--- src/inc/conv_pkg.sv ---
// Shared constants, register map and carrier types of the convolutional encoder.
`default_nettype none
package conv_pkg;

  // Bus and datapath widths.
  localparam int ADR_W = 8;
  localparam int DAT_W = 32;
  localparam int SEL_W = 4;
  localparam int K_MAX = 12;
  localparam int STATE_W = 11;
  localparam int TAPS = 8;
  localparam int BLK_MAX = 12;
  localparam int OUT_W = 8;
  localparam int CNT_W = 16;

  // Register byte offsets.
  localparam logic [ADR_W-1:0] REG_CTRL = 8'h00;
  localparam logic [ADR_W-1:0] REG_STATUS = 8'h04;
  localparam logic [ADR_W-1:0] REG_IDLE = 8'h08;
  localparam logic [ADR_W-1:0] REG_KEEP_FIRST = 8'h0c;
  localparam logic [ADR_W-1:0] REG_KEEP_SECOND = 8'h10;
  localparam logic [2:0] TAP_PAGE = 3'h1;

  // Control word fields.
  localparam int CTRL_ENABLE_BIT = 0;
  localparam int CTRL_PUNCT_BIT = 1;
  localparam int CTRL_RESTART_BIT = 2;
  localparam int CTRL_K_LSB = 4;
  localparam int CTRL_IN_RATE_LSB = 8;
  localparam int CTRL_OUT_RATE_LSB = 16;

  // Status word fields.
  localparam int STATUS_READY_BIT = 0;
  localparam int STATUS_FULL_BIT = 1;
  localparam int STATUS_POS_LSB = 4;
  localparam int STATUS_COUNT_LSB = 16;

  // Legal configuration ranges.
  localparam logic [4:0] K_LO = 5'h03;
  localparam logic [4:0] K_HI = 5'h0c;
  localparam logic [4:0] IN_RATE_LO = 5'h02;
  localparam logic [4:0] IN_RATE_HI = 5'h0c;
  localparam logic [4:0] OUT_RATE_LO = 5'h02;
  localparam logic [4:0] OUT_RATE_HI = 5'h08;

  // Reset values: rate 1/2, constraint length 7, octal taps 171 and 133.
  localparam logic RST_ENABLE = 1'b1;
  localparam logic RST_PUNCT = 1'b0;
  localparam logic [3:0] RST_K = 4'h7;
  localparam logic [3:0] RST_IN_RATE = 4'h2;
  localparam logic [4:0] RST_OUT_RATE = 5'h02;
  localparam logic [K_MAX-1:0] RST_TAP0 = 12'h079;
  localparam logic [K_MAX-1:0] RST_TAP1 = 12'h05b;
  localparam logic [K_MAX-1:0] RST_TAP_OTHER = 12'h000;
  localparam logic [BLK_MAX-1:0] RST_KEEP_FIRST = 12'h003;
  localparam logic [BLK_MAX-1:0] RST_KEEP_SECOND = 12'h001;

  typedef struct packed {
    logic cyc;
    logic stb;
    logic we;
    logic [ADR_W-1:0] adr;
    logic [SEL_W-1:0] sel;
    logic [DAT_W-1:0] dat;
  } wb_req_s;

  typedef struct packed {
    logic ack;
    logic [DAT_W-1:0] dat;
  } wb_rsp_s;

  // One encoder position handed to the puncture unit.
  typedef struct packed {
    logic load;
    logic bit_first;
    logic bit_second;
    logic keep_first;
    logic keep_second;
    logic block_start;
  } pair_s;

  typedef struct packed {
    logic valid;
    logic first;
    logic data;
  } punct_out_s;

endpackage
`default_nettype wire

--- src/core/punct_unit.sv ---
// Puncture unit: serialises the kept bits of each rate-1/2 position, one bit per cycle.
`timescale 1ns/1ps
`default_nettype none
module punct_unit (
  input wire logic clk,
  input wire logic resetn,
  input wire conv_pkg::pair_s pair,
  output logic can_load,
  output conv_pkg::punct_out_s pout
);
  import conv_pkg::*;

  typedef struct packed {
    logic have_first;
    logic have_second;
    logic b_first;
    logic b_second;
    logic first_pend;
    punct_out_s out;
  } pu_s;

  localparam pu_s PU_INIT = '0;

  pu_s r;
  pu_s next_r;

  // A slot with one bit left empties this cycle, so it may be refilled now.
  assign can_load = ~(r.have_first & r.have_second);
  assign pout = r.out;

  always_comb begin
    next_r = r;
    next_r.out.valid = 1'b0;
    next_r.out.first = 1'b0;
    if (r.have_first) begin
      next_r.out.valid = 1'b1;
      next_r.out.data = r.b_first;
      next_r.out.first = r.first_pend;
      next_r.first_pend = 1'b0;
      next_r.have_first = 1'b0;
    end else if (r.have_second) begin
      next_r.out.valid = 1'b1;
      next_r.out.data = r.b_second;
      next_r.out.first = r.first_pend;
      next_r.first_pend = 1'b0;
      next_r.have_second = 1'b0;
    end
    // The source only loads while can_load is high, so nothing is lost here.
    if (pair.load) begin
      next_r.have_first = pair.keep_first;
      next_r.have_second = pair.keep_second;
      next_r.b_first = pair.bit_first;
      next_r.b_second = pair.bit_second;
      // Set wins over the clear above; a block whose first position keeps
      // nothing marks the next bit that is actually sent.
      next_r.first_pend = pair.block_start | next_r.first_pend;
    end
  end

  always_ff @(posedge clk or negedge resetn) begin
    if (!resetn) begin
      r <= PU_INIT;
    end else begin
      r <= next_r;
    end
  end

endmodule
`default_nettype wire

--- src/core/conv_encoder_puncture.sv ---
// Convolutional encoder with optional puncturing and a Wishbone register file.
//
// How it works
// - One clock at the symbol rate; at most one input bit per cycle.
// - Asynchronous active-low reset returns the whole core to its reset values.
// - Bits offered while input_ready is low are ignored.
// - Idle cycles with input_ready high drain the puncture slot and are counted.
// - block_first_flag marks the first sent bit of each punctured block.
// - coded_out_valid is high exactly when coded_out carries data.
// - Output is rate bits wide unpunctured, one bit punctured.
// - Each coded bit is the XOR of taps; tap MSB is current input.
// - Constraint length is configurable from 3 to 12.
// - Input rate is 1 unpunctured, 2 to 12 punctured, setting block size.
// - Output rate 2 to 8 unpunctured, 3 to 23 punctured; punctured rate is set only by the keep masks and is not checked.
// - Unpunctured uses rate tap patterns; punctured uses exactly two.
// - Punctured mode encodes at rate 1/2, then punctures to one channel.
// - Two keep masks, one per channel, as long as the block.
// - Control derives the handshakes and stalls input on rate mismatch.
//
// Implementation choices: the Wishbone slave port and the register offsets.
`timescale 1ns/1ps
`default_nettype none
module conv_encoder_puncture (
  input wire logic clk,
  input wire logic resetn,
  input wire conv_pkg::wb_req_s wb_req,
  output conv_pkg::wb_rsp_s wb_rsp,
  input wire logic din_valid,
  input wire logic din,
  output logic input_ready,
  output logic [conv_pkg::OUT_W-1:0] coded_out,
  output logic coded_out_valid,
  output logic block_first_flag
);
  import conv_pkg::*;

  typedef struct packed {
    logic ack;
    logic [DAT_W-1:0] rdata;
    logic enable;
    logic punct;
    logic [3:0] k;
    logic [3:0] in_rate;
    logic [4:0] out_rate;
    logic [BLK_MAX-1:0] keep_first;
    logic [BLK_MAX-1:0] keep_second;
    logic [TAPS-1:0][K_MAX-1:0] tap;
    logic [STATE_W-1:0] shift;
    logic [3:0] pos;
    logic [OUT_W-1:0] np_data;
    logic np_valid;
    logic [CNT_W-1:0] accepted;
    logic [CNT_W-1:0] idle;
  } enc_s;

  localparam enc_s ENC_INIT = '{
    ack: 1'b0,
    rdata: '0,
    enable: RST_ENABLE,
    punct: RST_PUNCT,
    k: RST_K,
    in_rate: RST_IN_RATE,
    out_rate: RST_OUT_RATE,
    keep_first: RST_KEEP_FIRST,
    keep_second: RST_KEEP_SECOND,
    tap: {{(TAPS-2){RST_TAP_OTHER}}, RST_TAP1, RST_TAP0},
    shift: '0,
    pos: '0,
    np_data: '0,
    np_valid: 1'b0,
    accepted: '0,
    idle: '0
  };

  // Keeps a configuration field inside its legal range.
  function automatic logic [4:0] clamp(input logic [4:0] v,
                                       input logic [4:0] lo,
                                       input logic [4:0] hi);
    if (v < lo) begin
      return lo;
    end else if (v > hi) begin
      return hi;
    end
    return v;
  endfunction

  // Parity of the current input and the stored past inputs under a tap
  // pattern; bit k-1 of the pattern is the current input, bit 0 the oldest.
  function automatic logic code_bit(input logic [K_MAX-1:0] pat,
                                    input logic d,
                                    input logic [STATE_W-1:0] s,
                                    input logic [3:0] k);
    logic [K_MAX-1:0] win;
    logic [K_MAX:0] lim;
    win = {1'b0, s} | (K_MAX'(d) << (k - 4'h1));
    lim = ((K_MAX + 1)'(1) << k) - (K_MAX + 1)'(1);
    return ^(pat & win & lim[K_MAX-1:0]);
  endfunction

  // Shifts the new bit into position k-2; older bits move towards bit 0.
  function automatic logic [STATE_W-1:0] shift_in(
    input logic [STATE_W-1:0] s,
    input logic d,
    input logic [3:0] k
  );
    logic [STATE_W-1:0] o;
    o = '0;
    for (int i = 0; i < STATE_W; i++) begin
      if (i == int'(k) - 2) begin
        o[i] = d;
      end else if ((i < int'(k) - 2) && (i < STATE_W - 1)) begin
        o[i] = s[i+1];
      end
    end
    return o;
  endfunction

  // Applies Wishbone byte selects to a register word.
  function automatic logic [DAT_W-1:0] merge(input logic [DAT_W-1:0] old,
                                             input logic [DAT_W-1:0] nw,
                                             input logic [SEL_W-1:0] sel);
    logic [DAT_W-1:0] o;
    o = old;
    for (int b = 0; b < SEL_W; b++) begin
      if (sel[b]) begin
        o[8*b +: 8] = nw[8*b +: 8];
      end
    end
    return o;
  endfunction

  enc_s r;
  enc_s next_r;
  pair_s pair;
  punct_out_s pout;
  logic pu_can_load;
  logic accept;
  logic [3:0] k_eff;
  logic [3:0] in_eff;
  logic [4:0] np_rate;
  logic [DAT_W-1:0] ctrl_word;
  logic [DAT_W-1:0] status_word;
  logic [DAT_W-1:0] wword;
  logic bus_req;
  logic bus_write;

  punct_unit u_punct (
    .clk(clk),
    .resetn(resetn),
    .pair(pair),
    .can_load(pu_can_load),
    .pout(pout)
  );

  // Enabled unpunctured streams never stall; punctured ones stall while the slot
  // still holds two kept bits, because only one bit leaves per cycle.
  assign input_ready = r.enable & (~r.punct | pu_can_load);
  assign accept = din_valid & input_ready;
  assign k_eff = 4'(clamp({1'b0, r.k}, K_LO, K_HI));
  assign in_eff = 4'(clamp({1'b0, r.in_rate}, IN_RATE_LO, IN_RATE_HI));
  assign np_rate = clamp(r.out_rate, OUT_RATE_LO, OUT_RATE_HI);
  assign bus_req = wb_req.cyc & wb_req.stb;
  assign bus_write = bus_req & r.ack & wb_req.we;

  // Punctured mode always runs the two-pattern rate-1/2 encoder.
  always_comb begin
    pair.load = accept & r.punct;
    pair.bit_first = code_bit(r.tap[0], din, r.shift, k_eff);
    pair.bit_second = code_bit(r.tap[1], din, r.shift, k_eff);
    pair.keep_first = r.keep_first[r.pos];
    pair.keep_second = r.keep_second[r.pos];
    pair.block_start = (r.pos == 4'h0);
  end

  always_comb begin
    ctrl_word = '0;
    ctrl_word[CTRL_ENABLE_BIT] = r.enable;
    ctrl_word[CTRL_PUNCT_BIT] = r.punct;
    ctrl_word[CTRL_K_LSB +: 4] = r.k;
    ctrl_word[CTRL_IN_RATE_LSB +: 4] = r.in_rate;
    ctrl_word[CTRL_OUT_RATE_LSB +: 5] = r.out_rate;
    status_word = '0;
    status_word[STATUS_READY_BIT] = input_ready;
    status_word[STATUS_FULL_BIT] = ~pu_can_load;
    status_word[STATUS_POS_LSB +: 4] = r.pos;
    status_word[STATUS_COUNT_LSB +: CNT_W] = r.accepted;
  end

  always_comb begin
    next_r = r;
    wword = '0;

    // Streaming datapath.
    next_r.np_valid = accept & ~r.punct;
    if (accept & ~r.punct) begin
      for (int t = 0; t < TAPS; t++) begin
        if (t < int'(np_rate)) begin
          next_r.np_data[t] = code_bit(r.tap[t], din, r.shift, k_eff);
        end else begin
          next_r.np_data[t] = 1'b0;
        end
      end
    end
    if (accept) begin
      next_r.shift = shift_in(r.shift, din, k_eff);
      next_r.accepted = r.accepted + CNT_W'(1);
    end
    if (accept & r.punct) begin
      if (r.pos >= in_eff - 4'h1) begin
        next_r.pos = 4'h0;
      end else begin
        next_r.pos = r.pos + 4'h1;
      end
    end
    if (input_ready & ~din_valid) begin
      next_r.idle = r.idle + CNT_W'(1);
    end

    // Wishbone classic slave: ack one cycle after the strobe, dropped next.
    next_r.ack = bus_req & ~r.ack;
    if (bus_req & ~r.ack) begin
      if (wb_req.adr == REG_CTRL) begin
        next_r.rdata = ctrl_word;
      end else if (wb_req.adr == REG_STATUS) begin
        next_r.rdata = status_word;
      end else if (wb_req.adr == REG_IDLE) begin
        next_r.rdata = DAT_W'(r.idle);
      end else if (wb_req.adr == REG_KEEP_FIRST) begin
        next_r.rdata = DAT_W'(r.keep_first);
      end else if (wb_req.adr == REG_KEEP_SECOND) begin
        next_r.rdata = DAT_W'(r.keep_second);
      end else if (wb_req.adr[7:5] == TAP_PAGE) begin
        next_r.rdata = DAT_W'(r.tap[wb_req.adr[4:2]]);
      end else begin
        next_r.rdata = '0;
      end
    end

    // Writes land at the edge on which the master sees ack.
    if (bus_write) begin
      if (wb_req.adr == REG_CTRL) begin
        wword = merge(ctrl_word, wb_req.dat, wb_req.sel);
        next_r.enable = wword[CTRL_ENABLE_BIT];
        next_r.punct = wword[CTRL_PUNCT_BIT];
        next_r.k = wword[CTRL_K_LSB +: 4];
        next_r.in_rate = wword[CTRL_IN_RATE_LSB +: 4];
        next_r.out_rate = wword[CTRL_OUT_RATE_LSB +: 5];
        // Restart wins over a bit accepted in the same cycle.
        if (wword[CTRL_RESTART_BIT]) begin
          next_r.shift = '0;
          next_r.pos = 4'h0;
        end
      end else if (wb_req.adr == REG_IDLE) begin
        next_r.idle = '0;
      end else if (wb_req.adr == REG_KEEP_FIRST) begin
        wword = merge(DAT_W'(r.keep_first), wb_req.dat, wb_req.sel);
        next_r.keep_first = wword[BLK_MAX-1:0];
      end else if (wb_req.adr == REG_KEEP_SECOND) begin
        wword = merge(DAT_W'(r.keep_second), wb_req.dat, wb_req.sel);
        next_r.keep_second = wword[BLK_MAX-1:0];
      end else if (wb_req.adr[7:5] == TAP_PAGE) begin
        wword = merge(DAT_W'(r.tap[wb_req.adr[4:2]]), wb_req.dat,
                      wb_req.sel);
        next_r.tap[wb_req.adr[4:2]] = wword[K_MAX-1:0];
      end
    end
  end

  always_ff @(posedge clk or negedge resetn) begin
    if (!resetn) begin
      r <= ENC_INIT;
    end else begin
      r <= next_r;
    end
  end

  assign wb_rsp = '{ack: r.ack, dat: r.rdata};

  // Switching mode mid-stream is not guarded; software should restart.
  always_comb begin
    if (r.punct) begin
      coded_out = {{(OUT_W-1){1'b0}}, pout.data};
      coded_out_valid = pout.valid;
      block_first_flag = pout.first;
    end else begin
      coded_out = r.np_data;
      coded_out_valid = r.np_valid;
      block_first_flag = 1'b0;
    end
  end

endmodule
`default_nettype wire

--- config.mk ---
export PLATFORM = sky130hd
export DESIGN_NAME = conv_encoder_puncture
export DESIGN_NICKNAME = d
export VERILOG_FILES = /design/src/inc/conv_pkg.sv /design/src/core/punct_unit.sv /design/src/core/conv_encoder_puncture.sv
export SDC_FILE = /design/constraint.sdc
export NUM_CORES = 1
export LEC_CHECK = 0
export BUFFER_PORTS_ARGS = -buffer_cell sky130_fd_sc_hd__buf_2
export CORE_ASPECT_RATIO = 0.75
export CORE_MARGIN = 2
export CORE_UTILIZATION = 56
export CTS_CLUSTER_SIZE = 20
export DETAILED_ROUTE_END_ITERATION = 7
export PLACE_DENSITY = 0.78
export SLEW_MARGIN = 20
export SYNTH_ARGS = -nofsm -noshare
export SYNTH_HDL_FRONTEND = slang
export SYNTH_SLANG_ARGS = --single-unit
--- constraint.sdc ---
create_clock -name clk -period 4.9 [get_ports clk]
set_input_delay 0 -clock clk [delete_from_list [all_inputs] [get_ports clk]]
set_output_delay 0 -clock clk [all_outputs]
set_load 0.02 [all_outputs]
==> metrics.yaml <==
ios: 95
yosys-top-cells-count: "213 x dfrtp_1, 153 x mux2_2, 135 x nand2_1, 65 x o21ai_0, 60 x nor2_1"
synth_top_cell_by_area: "dfrtp_1"
hold_viol_final: 0
worstSkewPairLatency_ns: 0.53
synth_edf_count: 0
max-slew-margin-rel: 0.2426
arrival_ns: 4.87
area.growth.synth_to_final_pct: 9.756
dieArea_sq_mm: 0.02604
timing.final.crit_period_ns: 4.452
nets: 1366
grtUsageMet2: 0.4179
status: "complete, no violations"
use_met3: 0.06734
initial_core_util: 0.5739
avgSynthCellArea_sq_um: 11.03
drive_gt1_frac: 0.2830
grt.met1_usage: 0.4590
avgRoutedWirePerCell_microns: 22.79
placeableCoreArea_sq_mm: 0.02416
internal_power_uw: 3113
max-clock-path-buffers: 3
groute.usage.overall: 0.2932
crit_type: "flip-flop to flip-flop"
ant_nets: 0
p_switching_uw: 1127
clockPowerShare: 0.403
fin_crit_sh: 0.9087
rsz0062_at_grt: "no"
cts_buffers: 23
rows: 49
required_ns: 5.31
hp-class: "primary input to flip-flop"
synth_most_common_cell: "dfrtp_1"
place_congestion: 0.9610
synthCells: 1257
cp-start-kind: "flip-flop"
ys_warn_count: 0
totalWireLength_mm: 37.42
place_area_sq_mm: 0.01428
critPathCaptureType: "flip-flop"
setup_violations: 0
fin_tns_setup_ns: 0
max-cap-violations: 0
max_stage_delay_ns: 0.73
power_density_mw_per_mm2: 278.7
port_buffers: 78
synth-seq-cells: 232
combPwrFrac: 0.102
drc_errors: 0
cts_tree: "yes"
dr.pass1.iters: 5
insertedDiodeCount: 0
worst_slack_ns: 0.4476
drt-vias-per-instance: 6.321
cp_slowest_cell: "dfstp_2"
clk_transition_reported_paths_ns: 0.06
dieWidth_microns: 185.7
grt_max_degree: 123
grt_antenna_before_repair: 0
synthTopCellsByArea: "dfrtp_1 38%, mux2_2 12%, mux4_2 4.9%"
cts.sinks: 232
worst_pin_slew_ns: 1.135
synth_cell_types: 83
fin_util: 0.6299
path_buf_inv: 2
grt.overflow.total: 0
ys.flop_type: "dfrtp_1"
async_flop_share: 1.000
cp_max_fo: 18
h-tree-depth: 1
peakVddDrop_mv: 0.5125
synth_area_sq_mm: 0.01386
busiest_layer: "met1"
fp.dieH_microns: 140.3
ys_seq_area_frac: 0.4205
path_cells: "nand2b_1 -> a21oi_1 -> inv_2 -> ha_1 -> or3b_1 -> ha_1 -> or3_1 -> o32ai_2 -> buf_4 -> nand2_1 -> xnor3_1 -> xnor3_1 -> a22o_1"
place_ws_ns: 0.5093
drv_slew: 0
fmax_ghz: 0.2246
final_cell_area_sq_mm: 0.01522
grt_pass1_wl_mm: 58.44
first_global_vias: 9977
dp_hpwl_mm: 25.90
yosysTopAreaCellShare: 0.3845
fin_worst_skew_ns: 0.007966
crit_family: "simple AND/OR/NAND/NOR gates"
synth_nets: 1329
cellLeakagePower_uw: 0.006994
num_vias: 10379
switching_share: 0.2658
first_iter_violations: 1083
cts_root_buffer: "clkbuf_16"
seq_power_share: 0.495
[through the flow]
stage | power, uW | hold WS, ns | std cells
after floorplan | 2373 | -0.2956 | 1257
after CTS | 4243 | 0.02625 | 1641
after global routing | 4382 | 0.08813 | 1642
after detailed placement | 2541 | 0.1709 | 1579
final | 4240 | 0.02866 | 1642
after global placement | 2528 | 0.1653 | 1579
[worst reg2reg max path, delay by kind of cell (launching register included)]
family / cells / cell delay (ns)
buf+inv: 2 / 0.42
simple gates: 4 / 1.06
flops: 1 / 0.73
fa+ha+maj: 2 / 0.52
compound gates: 3 / 0.74
xor+xnor: 2 / 0.89
[final timing paths]
path                         startpoint            to  slack (ns)  cells past startpoint
setup / recovery           ctrl_word[6]         r[38]        0.45                     13
hold / removal               wb_req[33]  ctrl_word[9]        0.03                      5
setup reg to reg           ctrl_word[6]         r[38]        0.45                     13
hold reg to reg              wb_rsp[12]    wb_rsp[12]        0.46                      2
max in group asynchronous        resetn         r[45]        3.62                      3
min in group asynchronous        resetn    wb_rsp[11]        0.18                      2
[flip-flops by register name, summed over array words and instances, names as in the netlist]
name and flops:
u_punct.r 5, u_punct.pout 3, ctrl_word 15, r 176, wb_rsp 33
[what timing repair did]
action,CTS,global route
gates resized for setup,0,0
buffers inserted,0,0
hold buffers,20,0
endpoints found under the hold margin,159,0
[routing by layer]
metal,share of wire,vias up
li1,-,4580
met1,0.45,5257
met2,0.43,479
met3,0.099,63
met4,0.020,0
met5,0,-
[power by group through the flow]
stage	sequential [uW]	clock (uW)	combinational (uW)
floorplan	2090	0	282
global placement	2130	0	403
detailed placement	2130	0	413
CTS	2090	1720	429
global route	2110	1800	474
finish	2100	1710	432
[layout by cell type, fill, tap and decap left out, types with 5 or more instances in the layout]
cell type      netlist  final
and2_1               6      6
a211oi_1            10     10
clkbuf_8             0      5
a31oi_1              6      6
nand4_1              8      8
nor3_1              16     16
nor2_1              60     55
and3_1              11     11
mux2i_1              9      9
a22o_1              19     19
o21ai_1              9      9
a32oi_1              6      6
nand2b_1            13     13
xor2_1              32     32
a21oi_1             59     59
nand3_1             32     32
xnor3_1             29     29
nand2_1            135    135
o211ai_1            17     17
dfstp_2             19     19
clkbuf_1            47      9
dlygate4sd3_1        0     20
buf_4               34     14
mux4_2              30     30
inv_1               24     24
dfrtp_1            213    213
o21ai_0             65     65
mux2_2             153    153
nor2b_1             13     13
ha_1                21     21
or3_1                6      6
nor3b_2              9     10
buf_2               10     77
xnor2_1             25     25
a21o_1               6      6
clkbuf_16            0     23
nor3b_1             20     19
[cells by family after synthesis]
| kind of cell | after synthesis | synth area share |
|---|---|---|
| AND/OR/NAND/NOR | 354 | 0.1304 |
| AO/OA/AOI/OAI | 233 | 0.1120 |
| flip-flops | 232 | 0.4205 |
| multiplexers | 192 | 0.1795 |
| buffers and inverters | 132 | 0.04702 |
| XOR/XNOR | 91 | 0.09061 |
| adder cells (fa/ha/maj) | 22 | 0.01967 |
| other | 1 | 0.0002705 |
[cell type report]
| type | count | area [sq um] |
|---|---|---|
| multi-input cells | 893 | 7416 |
| clock buffers | 37 | 678.2 |
| fillers | 1888 | 8940 |
| well taps | 331 | 414.1 |
| flip-flops and latches | 232 | 5829 |
| clock inverters | 5 | 28.78 |
| inverters | 30 | 112.6 |
| repair buffers | 114 | 737.0 |
(Power assumes the default switching activity.)
